<file path="src/hw/sfd_consts.vh">
// Constants for the supply fault detector logic.
`ifndef SFD_CONSTS_VH
`define SFD_CONSTS_VH
`define NUM_CH 8
`define NUM_DUAL 4
`define CH_HV 7
`define CH_VP_LO 4
`define CLK_MHZ 100
`define CYC_PER_US 14'h0064
`define FILT_MAX_US 7'h64
`define OFF_CFG 2'h0
`define OFF_UVTH 2'h1
`define OFF_OVTH 2'h2
`define OFF_FILT 2'h3
`define ADDR_STATUS 8'h80
`define ADDR_IRQ_STAT 8'h84
`define ADDR_IRQ_MASK 8'h88
`define CFG_MODE_LSB 0
`define CFG_RANGE_LSB 2
`define CFG_ANALOG_BIT 4
`define CFG_HYST_LSB 8
`define MODE_OFF 2'h0
`define MODE_UV 2'h1
`define MODE_OV 2'h2
`define MODE_WIN 2'h3
`define RANGE_LOW 2'h0
`define RANGE_MID 2'h1
`define RANGE_HI 2'h2
`define RANGE_TOP 2'h3
`define CODE_MAX 8'hff
`endif

</file>
<file path="src/hw/supply_fault_detector.v">
// Digital side of eight supply fault detectors with an APB register file.
`timescale 1ns/10ps
`include "sfd_consts.vh"

// Functional notes
// - Eight channels: 0-3 dual-function, 4-7 always fault detectors.
// - With all dual channels analog, no logic input is enabled.
// - Each detector flags undervoltage, overvoltage, or out-of-window.
// - Thresholds are 8-bit codes; volts are span*N/255 plus bottom.
// - Four ranges: 0.573/0.802, 1.25/1.75, 2.5/3.5, 6.0/8.4 V.
// - High-voltage channel selects 2.5-6.0 V or 6.0-14.4 V range.
// - Positive channels select 0.573-1.375, 1.25-3.00 or 2.5-6.0 V.
// - Undervoltage clears only above threshold plus hysteresis.
// - Overvoltage clears only below threshold minus hysteresis.
// - Hysteresis is a 5-bit code, span*code/255, max 31.
// - Glitch filter is the last stage, after hysteresis.
// - Filter timeout up to 100 us; shorter pulses suppressed.
// - Passed transitions appear delayed by the programmed timeout.
module supply_fault_detector (
  input wire i_clk, // 100 MHz clock
  input wire i_arst_n, // Async reset, active low
  input wire psel, // APB select
  input wire penable, // APB enable
  input wire pwrite, // APB write
  input wire [7:0] paddr, // APB byte address
  input wire [31:0] pwdata, // APB write data
  output wire [31:0] prdata, // APB read data
  output wire pready, // APB ready
  output wire pslverr, // APB error on unmapped address
  input wire [7:0] i_uv_below, // Comparator: rail below uv reference
  input wire [7:0] i_ov_above, // Comparator: rail above ov reference
  output wire [63:0] o_uv_ref, // Uv reference codes, 8 bits per channel
  output wire [63:0] o_ov_ref, // Ov reference codes, 8 bits per channel
  output wire [15:0] o_range_sel, // Attenuator range, 2 bits per channel
  output wire [3:0] o_logic_input_en, // Dual channel used as logic input
  output wire [7:0] o_fault, // Filtered fault per channel
  output wire o_irq // Interrupt, active high level
);

  reg [1:0] cfg_mode [0:7];
  reg [1:0] cfg_range [0:7];
  reg [4:0] cfg_hyst [0:7];
  reg [7:0] uvth [0:7];
  reg [7:0] ovth [0:7];
  reg [6:0] filt_us [0:7];
  reg [3:0] dual_analog;
  reg [7:0] irq_stat;
  reg [7:0] irq_mask;
  reg [31:0] rdata;
  reg addr_ok;

  wire [7:0] fault_vec;
  wire [7:0] event_vec;
  wire [7:0] analog_sel;
  wire [2:0] ch;
  wire [1:0] sub;
  wire chan_space;
  wire wr_en;
  wire wr_cfg;
  wire wr_uvth;
  wire wr_ovth;
  wire wr_filt;
  wire wr_stat;
  wire wr_mask;
  wire [1:0] wr_range;
  reg [1:0] next_range;
  reg [6:0] next_filt;
  reg [7:0] next_irq_stat;
  integer k;

  assign ch = paddr[6:4];
  assign sub = paddr[3:2];
  assign chan_space = ~paddr[7] & (paddr[1:0] == 2'h0);
  assign pready = 1'b1;
  assign pslverr = psel & penable & ~addr_ok;
  assign prdata = rdata;
  assign wr_en = psel & penable & pwrite & addr_ok;
  assign wr_cfg = wr_en & chan_space & (sub == `OFF_CFG);
  assign wr_uvth = wr_en & chan_space & (sub == `OFF_UVTH);
  assign wr_ovth = wr_en & chan_space & (sub == `OFF_OVTH);
  assign wr_filt = wr_en & chan_space & (sub == `OFF_FILT);
  assign wr_stat = wr_en & (paddr == `ADDR_IRQ_STAT);
  assign wr_mask = wr_en & (paddr == `ADDR_IRQ_MASK);
  assign wr_range = pwdata[`CFG_RANGE_LSB+1:`CFG_RANGE_LSB];
  // Fixed detectors are always analog
  assign analog_sel = {4'hf, dual_analog};
  // A dual channel turned analog releases its logic input
  assign o_logic_input_en = ~dual_analog;
  assign o_irq = |(irq_stat & irq_mask);

  always @* begin
    addr_ok = chan_space | (paddr == `ADDR_STATUS) |
      (paddr == `ADDR_IRQ_STAT) | (paddr == `ADDR_IRQ_MASK);
    rdata = 32'h0;
    if (chan_space) begin
      case (sub)
        `OFF_CFG: begin
          rdata[`CFG_MODE_LSB+1:`CFG_MODE_LSB] = cfg_mode[ch];
          rdata[`CFG_RANGE_LSB+1:`CFG_RANGE_LSB] = cfg_range[ch];
          rdata[`CFG_ANALOG_BIT] = analog_sel[ch];
          rdata[`CFG_HYST_LSB+4:`CFG_HYST_LSB] = cfg_hyst[ch];
        end
        `OFF_UVTH: rdata[7:0] = uvth[ch];
        `OFF_OVTH: rdata[7:0] = ovth[ch];
        default: rdata[6:0] = filt_us[ch];
      endcase
    end else if (paddr == `ADDR_STATUS) begin
      rdata[7:0] = fault_vec;
    end else if (paddr == `ADDR_IRQ_STAT) begin
      rdata[7:0] = irq_stat;
    end else if (paddr == `ADDR_IRQ_MASK) begin
      rdata[7:0] = irq_mask;
    end
  end

  // Range codes a channel cannot reach fall back to one it can
  always @* begin
    next_range = wr_range;
    if (ch == `CH_HV) begin
      // Only the two upper ranges exist on the high input
      next_range = {1'b1, wr_range[0]};
    end else if (ch >= `CH_VP_LO) begin
      if (wr_range == `RANGE_TOP) begin
        next_range = `RANGE_HI;
      end
    end else begin
      next_range = `RANGE_LOW;
    end
  end

  // Clamp to the longest supported timeout
  always @* begin
    if (pwdata[6:0] > `FILT_MAX_US) begin
      next_filt = `FILT_MAX_US;
    end else begin
      next_filt = pwdata[6:0];
    end
  end

  // New events win over a same-cycle write-one-to-clear
  always @* begin
    next_irq_stat = irq_stat | event_vec;
    if (wr_stat) begin
      next_irq_stat = (irq_stat & ~pwdata[7:0]) | event_vec;
    end
  end

  always @(posedge i_clk or negedge i_arst_n) begin
    if (!i_arst_n) begin
      irq_stat <= 8'h00;
      irq_mask <= 8'h00;
    end else begin
      irq_stat <= next_irq_stat;
      if (wr_mask) begin
        irq_mask <= pwdata[7:0];
      end
    end
  end

  always @(posedge i_clk or negedge i_arst_n) begin
    if (!i_arst_n) begin
      for (k = 0; k < `NUM_CH; k = k + 1) begin
        cfg_mode[k] <= `MODE_OFF;
        cfg_range[k] <= `RANGE_LOW;
        cfg_hyst[k] <= 5'h00;
        uvth[k] <= 8'h00;
        ovth[k] <= 8'h00;
        filt_us[k] <= 7'h00;
      end
      cfg_range[`CH_HV] <= `RANGE_HI;
      dual_analog <= 4'h0;
    end else begin
      if (wr_cfg) begin
        cfg_mode[ch] <= pwdata[`CFG_MODE_LSB+1:`CFG_MODE_LSB];
        cfg_hyst[ch] <= pwdata[`CFG_HYST_LSB+4:`CFG_HYST_LSB];
        cfg_range[ch] <= next_range;
        if (ch < `CH_VP_LO) begin
          dual_analog[ch[1:0]] <= pwdata[`CFG_ANALOG_BIT];
        end
      end
      if (wr_uvth) begin
        uvth[ch] <= pwdata[7:0];
      end
      if (wr_ovth) begin
        ovth[ch] <= pwdata[7:0];
      end
      if (wr_filt) begin
        filt_us[ch] <= next_filt;
      end
    end
  end

  genvar gi;
  generate
    for (gi = 0; gi < `NUM_CH; gi = gi + 1) begin : g_ch
      reg uv_s1;
      reg uv_s2;
      reg ov_s1;
      reg ov_s2;
      reg uv_raw;
      reg ov_raw;
      reg filt_out;
      reg filt_d;
      reg [13:0] cnt;
      reg [7:0] uv_ref;
      reg [7:0] ov_ref;
      reg [7:0] next_uv_ref;
      reg [7:0] next_ov_ref;
      wire en_uv;
      wire en_ov;
      wire raw;
      wire [8:0] uv_sum;
      wire [8:0] ov_dif;
      wire [13:0] tmo;

      // Range codes map onto the bottom/span table of the analog side
      assign o_range_sel[2*gi+1:2*gi] = cfg_range[gi];
      assign en_uv = analog_sel[gi] & cfg_mode[gi][0];
      assign en_ov = analog_sel[gi] & cfg_mode[gi][1];
      // Hysteresis shares the threshold's code scale, so it adds directly
      assign uv_sum = {1'b0, uvth[gi]} + {4'h0, cfg_hyst[gi]};
      assign ov_dif = {1'b0, ovth[gi]} - {4'h0, cfg_hyst[gi]};
      assign raw = uv_raw | ov_raw;
      assign tmo = {7'h00, filt_us[gi]} * `CYC_PER_US;
      assign o_uv_ref[8*gi+7:8*gi] = uv_ref;
      assign o_ov_ref[8*gi+7:8*gi] = ov_ref;
      assign fault_vec[gi] = filt_out;
      assign o_fault[gi] = filt_out;
      assign event_vec[gi] = filt_out & ~filt_d;

      // Two flops per comparator before any logic reads it
      always @(posedge i_clk or negedge i_arst_n) begin
        if (!i_arst_n) begin
          uv_s1 <= 1'b0;
          uv_s2 <= 1'b0;
          ov_s1 <= 1'b0;
          ov_s2 <= 1'b0;
        end else begin
          uv_s1 <= i_uv_below[gi];
          uv_s2 <= uv_s1;
          ov_s1 <= i_ov_above[gi];
          ov_s2 <= ov_s1;
        end
      end

      always @(posedge i_clk or negedge i_arst_n) begin
        if (!i_arst_n) begin
          uv_raw <= 1'b0;
          ov_raw <= 1'b0;
        end else begin
          uv_raw <= uv_s2 & en_uv;
          ov_raw <= ov_s2 & en_ov;
        end
      end

      // Hysteresis only shifts a reference while its fault stands
      always @* begin
        next_uv_ref = uvth[gi];
        if (uv_raw && uv_sum[8]) begin
          next_uv_ref = `CODE_MAX;
        end else if (uv_raw) begin
          next_uv_ref = uv_sum[7:0];
        end
        next_ov_ref = ovth[gi];
        if (ov_raw && ov_dif[8]) begin
          next_ov_ref = 8'h00;
        end else if (ov_raw) begin
          next_ov_ref = ov_dif[7:0];
        end
      end

      always @(posedge i_clk or negedge i_arst_n) begin
        if (!i_arst_n) begin
          uv_ref <= 8'h00;
          ov_ref <= `CODE_MAX;
        end else begin
          uv_ref <= next_uv_ref;
          ov_ref <= next_ov_ref;
        end
      end

      // Output follows only after the input held its new level
      always @(posedge i_clk or negedge i_arst_n) begin
        if (!i_arst_n) begin
          filt_out <= 1'b0;
          filt_d <= 1'b0;
          cnt <= 14'h0000;
        end else begin
          filt_d <= filt_out;
          if (raw == filt_out) begin
            cnt <= 14'h0000;
          end else if (cnt >= tmo) begin
            filt_out <= raw;
            cnt <= 14'h0000;
          end else begin
            cnt <= cnt + 14'h0001;
          end
        end
      end
    end
  endgenerate

endmodule

</file>
<file path="config.mk">
export PLATFORM = sky130hd
export DESIGN_NAME = supply_fault_detector
export DESIGN_NICKNAME = d
export VERILOG_FILES = /design/src/hw/supply_fault_detector.v
export VERILOG_INCLUDE_DIRS = /design/src /design/src/hw
export SDC_FILE = /design/constraint.sdc
export NUM_CORES = 1
export LEC_CHECK = 0
export BUFFER_PORTS_ARGS = -buffer_cell sky130_fd_sc_hd__buf_4
export CORE_MARGIN = 1.5
export CORE_UTILIZATION = 45
export DETAILED_ROUTE_END_ITERATION = 16
export PLACE_DENSITY_LB_ADDON = 0.15
export SYNTH_ARGS = -nofsm -noshare
export SYNTH_HDL_FRONTEND = slang
export SYNTH_SLANG_ARGS = --single-unit
</file>
<file path="constraint.sdc">
create_clock -name i_clk -period 4.7 [get_ports i_clk]
set_input_delay 0.235 -clock i_clk [delete_from_list [all_inputs] [get_ports i_clk]]
set_output_delay 0.235 -clock i_clk [all_outputs]
set_load 0.03 [all_outputs]
</file>
==> impl_summary.log <==
INFO  metric run_status = complete, no violations
INFO  metric p_per_area = between 200 and 300 nW/µm²
INFO  metric via_count_of_the_first_global_routing_pass = 26.3k
INFO  metric finClkSkew = approximately 0.029 ns
INFO  metric clock_transition_at_the_register_clock_pins_on_the_worst_setup_and_hold_paths_after_cts = 0.06 ns
INFO  metric cts_root_buffer_type = clkbuf_16
INFO  metric synthCells = roughly 3.3k
INFO  metric floorplan.die.width = between 200 and 300 µm
INFO  metric synth.ff_latch_count = 580
INFO  metric final.setup.tns = 0 ns
INFO  metric post-route-min-period = 4.27 ns
INFO  metric worst-endpoint-arrival = approximately 4.8 ns
INFO  metric tritoncts_num_sinks = between 500 and 600
INFO  metric timing.hold.worst.class = in -> reg
INFO  metric viasPerCell = between 5 and 6
INFO  metric synth_enable_flop_cells = 0
INFO  metric tightest_slew = 1.05 ns
INFO  metric num-fill-cells = 6835
INFO  metric finalSetupViolCount = 0
INFO  metric grt_pass1_wl = 152000 µm
INFO  metric globalRouteOverflowTotal = 0
INFO  metric floorplan.die_area = 80000 µm²
INFO  metric numPortBuffers = ~210
INFO  metric cts_tree = built
INFO  metric area.growth.synth_to_final = 14.4%
INFO  metric worst_path_required = around 5.2 ns
INFO  metric drt-wirelength-per-cell = 21.6 µm
INFO  metric place_ws = 0.234 ns
INFO  metric synth_largest_type_area_fraction = 0.366
INFO  metric number_of_remaining_drc_errors = 0
INFO  metric timing.critical_path.fanout_max = 8
INFO  metric first_pass_iters = 7
INFO  metric vias = approximately 26k
INFO  metric timing.max_cap.violations = 0
INFO  metric syn_avg_cell_area = 10.8 µm²
INFO  metric dominant_cell_by_count_in_the_synthesized_netlist = dfrtp_1
INFO  metric finalMaxSlewViolations = 0
INFO  metric core.rowCount = 102
INFO  metric design.final.nets = 3981
INFO  metric setup_ws = between 0.4 and 0.5 ns
INFO  metric share_of_post_route_cells_with_drive_strength_above_1 = 0.194
INFO  metric ys_types = 78
INFO  metric wirelength = 98900 µm
INFO  metric mappedNetlistArea = 35200 µm²
INFO  metric h-tree-depth = 3
INFO  metric place.gp.congestion = around 0.93
INFO  metric maxClockFrequency = 234 MHz
INFO  metric post-route-period-util = 0.908
INFO  metric floorplan.initialDensity = 0.455
INFO  metric synth_largest_area_cell = dfrtp_1
INFO  metric critical_path_class = reg -> reg
INFO  metric hold_viol_final = 0
INFO  metric globalRouteTotalUtil = 0.249
INFO  metric worst_ir_drop_vdd = 0.203 mV
INFO  metric route.antenna.remaining_nets = 0
INFO  metric clk_path_buf_depth = 3
INFO  metric coreArea = 77500 µm²
INFO  metric detailed_place_hpwl = 73800 µm
INFO  metric timing.max_slew.rel_slack = 0.298
INFO  metric synth-warning-count = 0
INFO  metric grt_setup_unrepaired = false
INFO  metric clock_latency_late_sink = slightly above 0.6 ns
INFO  metric placedInstanceArea = 37700 µm²
INFO  metric synth.yosys.seq_area_share = 0.414
INFO  metric finalCoreUtilization = 0.520
INFO  metric largest_net_degree_at_the_start_of_global_routing = 131
INFO  metric synth-async-reset-ratio = 1.00
INFO  metric dominant_cells_by_area_after_synthesis = dfrtp_1 37%, ha_1 14%, mux2_2 7.0%, dfstp_2 4.8%, nor2_1 2.7%
INFO  metric drt-initial-drc-count = 1833
INFO  metric number_of_antenna_violations_at_the_first_check_in_global_routing = 8
INFO  metric setup.worst_path.start_class = flop
INFO  metric cts_made_buffers = 68
INFO  metric netlist_top_cells_count = 515 x dfrtp_1, 402 x ha_1, 249 x nor2_1
INFO  metric die_h = 283 µm
INFO  metric worst_setup_path_end_kind = flop
INFO  metric power.static_leakage = between 15 and 20 nW
INFO  metric final_cell_area = 40300 µm²
INFO  metric ys.flop_type = dfrtp_1
INFO  metric io_pins = 252
==> area by class of cell <==
type	count	area, µm²	share of cell area
multi-input combinational	2380	19300	0.478
sequential	580	14600	0.362
timing repair buffer	257	2050	0.0507
clock buffer	90	1890	0.0468
tap	1040	1300	0.0323
inverter	199	747	0.0185
clock inverter	30	465	0.0115
antenna	2	5.00	0.000124
==> repair_timing <==
item,4_1_cts,5_1_grt
endpoints found under the hold margin,162,0
hold buffers,22,0
gates resized for setup,0,3
buffers inserted,0,4
endpoints found under the setup margin,0,76
==> sequential cells by signal, indices dropped and copies added (netlist names), 16 cells and up <==
name         cells
uvth            64
filt_us         56
ovth            64
cfg_mode        16
cfg_hyst        40
g_ch.cnt       112
o_range_sel     16
g_ch.ov_ref     64
g_ch.uv_ref     64
==> metrics by stage <==
step | total power, mW | std cells | hold WS, ns
6_report | 11.5 | 4578 | 0.132
3_5_place_dp | 6.03 | 4430 | 0.335
4_1_cts | 11.6 | 4572 | 0.0925
2_1_floorplan | 5.67 | 3291 | -0.0606
5_1_grt | 11.9 | 4577 | 0.121
3_3_place_gp | 6.01 | 4430 | 0.334
==> worst paths after layout <==
path / from / end / slack (ns) / cells after the start
worst max-delay path: filt_us[10]$_DFFE_PN0P_ / g_ch[6].cnt[5]$_DFF_PN0_ / 0.43 / 15
worst min-delay path: pwdata[7] / irq_stat[7]$_DFF_PN0_ / 0.13 / 3
worst max register to register: filt_us[10]$_DFFE_PN0P_ / g_ch[6].cnt[5]$_DFF_PN0_ / 0.43 / 15
worst min register to register: g_ch[7].ov_s1$_DFF_PN0_ / g_ch[7].ov_s2$_DFF_PN0_ / 0.35 / 0
max in group asynchronous: i_arst_n / g_ch[0].uv_ref[7]$_DFF_PN0_ / 3.00 / 3
min in group asynchronous: i_arst_n / g_ch[0].cnt[10]$_DFF_PN0_ / 0.31 / 2
==> cells by family (layout without fill, tap and decap cells) <==
logic type                 count (synthesis)  count (layout)  synth area share
xor gates and xnor gates                 180             180            0.0447
and+or+nand+nor                          845             845             0.118
adders and majority gates                434             434             0.161
muxes                                    346             346             0.120
AOI/OAI and AO/OA                        555             555             0.100
other                                      2              22          0.000213
DFF                                      580             580             0.414
buffers and inverters                    331             576            0.0415
==> placed cells by master, fill, tap and decap left out, types with 45 or more instances in the layout <==
cell / n
a21oi_1: 111
buf_4: 229
clkbuf_16: 69
xor2_1: 97
mux2i_1: 88
o21a_1: 46
inv_1: 198
nand3_1: 85
ha_1: 402
nand2_1: 201
nor2b_1: 45
xnor2_1: 83
dfstp_2: 65
o21ai_0: 171
dfrtp_1: 515
nor2_1: 249
mux2_2: 218
==> worst max-delay path: stages, from the launching register on <==
cell and delay, ns:
dfrtp_1 0.45, ha_1 0.31, ha_1 0.31, fa_1 0.46, ha_1 0.36, a211oi_1 0.23, nor2_1 0.09, o41ai_1 0.31
xnor2_1 0.13, ha_1 0.31, nand3_1 0.11, nor3_1 0.24, o21ai_0 0.19, o2111ai_1 0.33, buf_4 0.26, nor2_1 0.06
==> report_power, final <==
group / switching [mW] / leakage [nW] / internal (mW)
clock: 2.20 / 1.14 / 3.35
combinational: 0.539 / 11.0 / 0.275
sequential: 0.0744 / 7.66 / 5.08
==> metal layers <==
layer,part of all wire,GRT usage,vias to the layer above,routed length (µm)
li1,-,-,12021,-
met1,0.44,0.339,12858,43800
met2,0.46,0.401,763,45800
met3,0.062,0.0452,168,6170
met4,0.032,0.0854,6,3120
met5,0.00043,0,-,43
(Power assumes the default switching activity.)
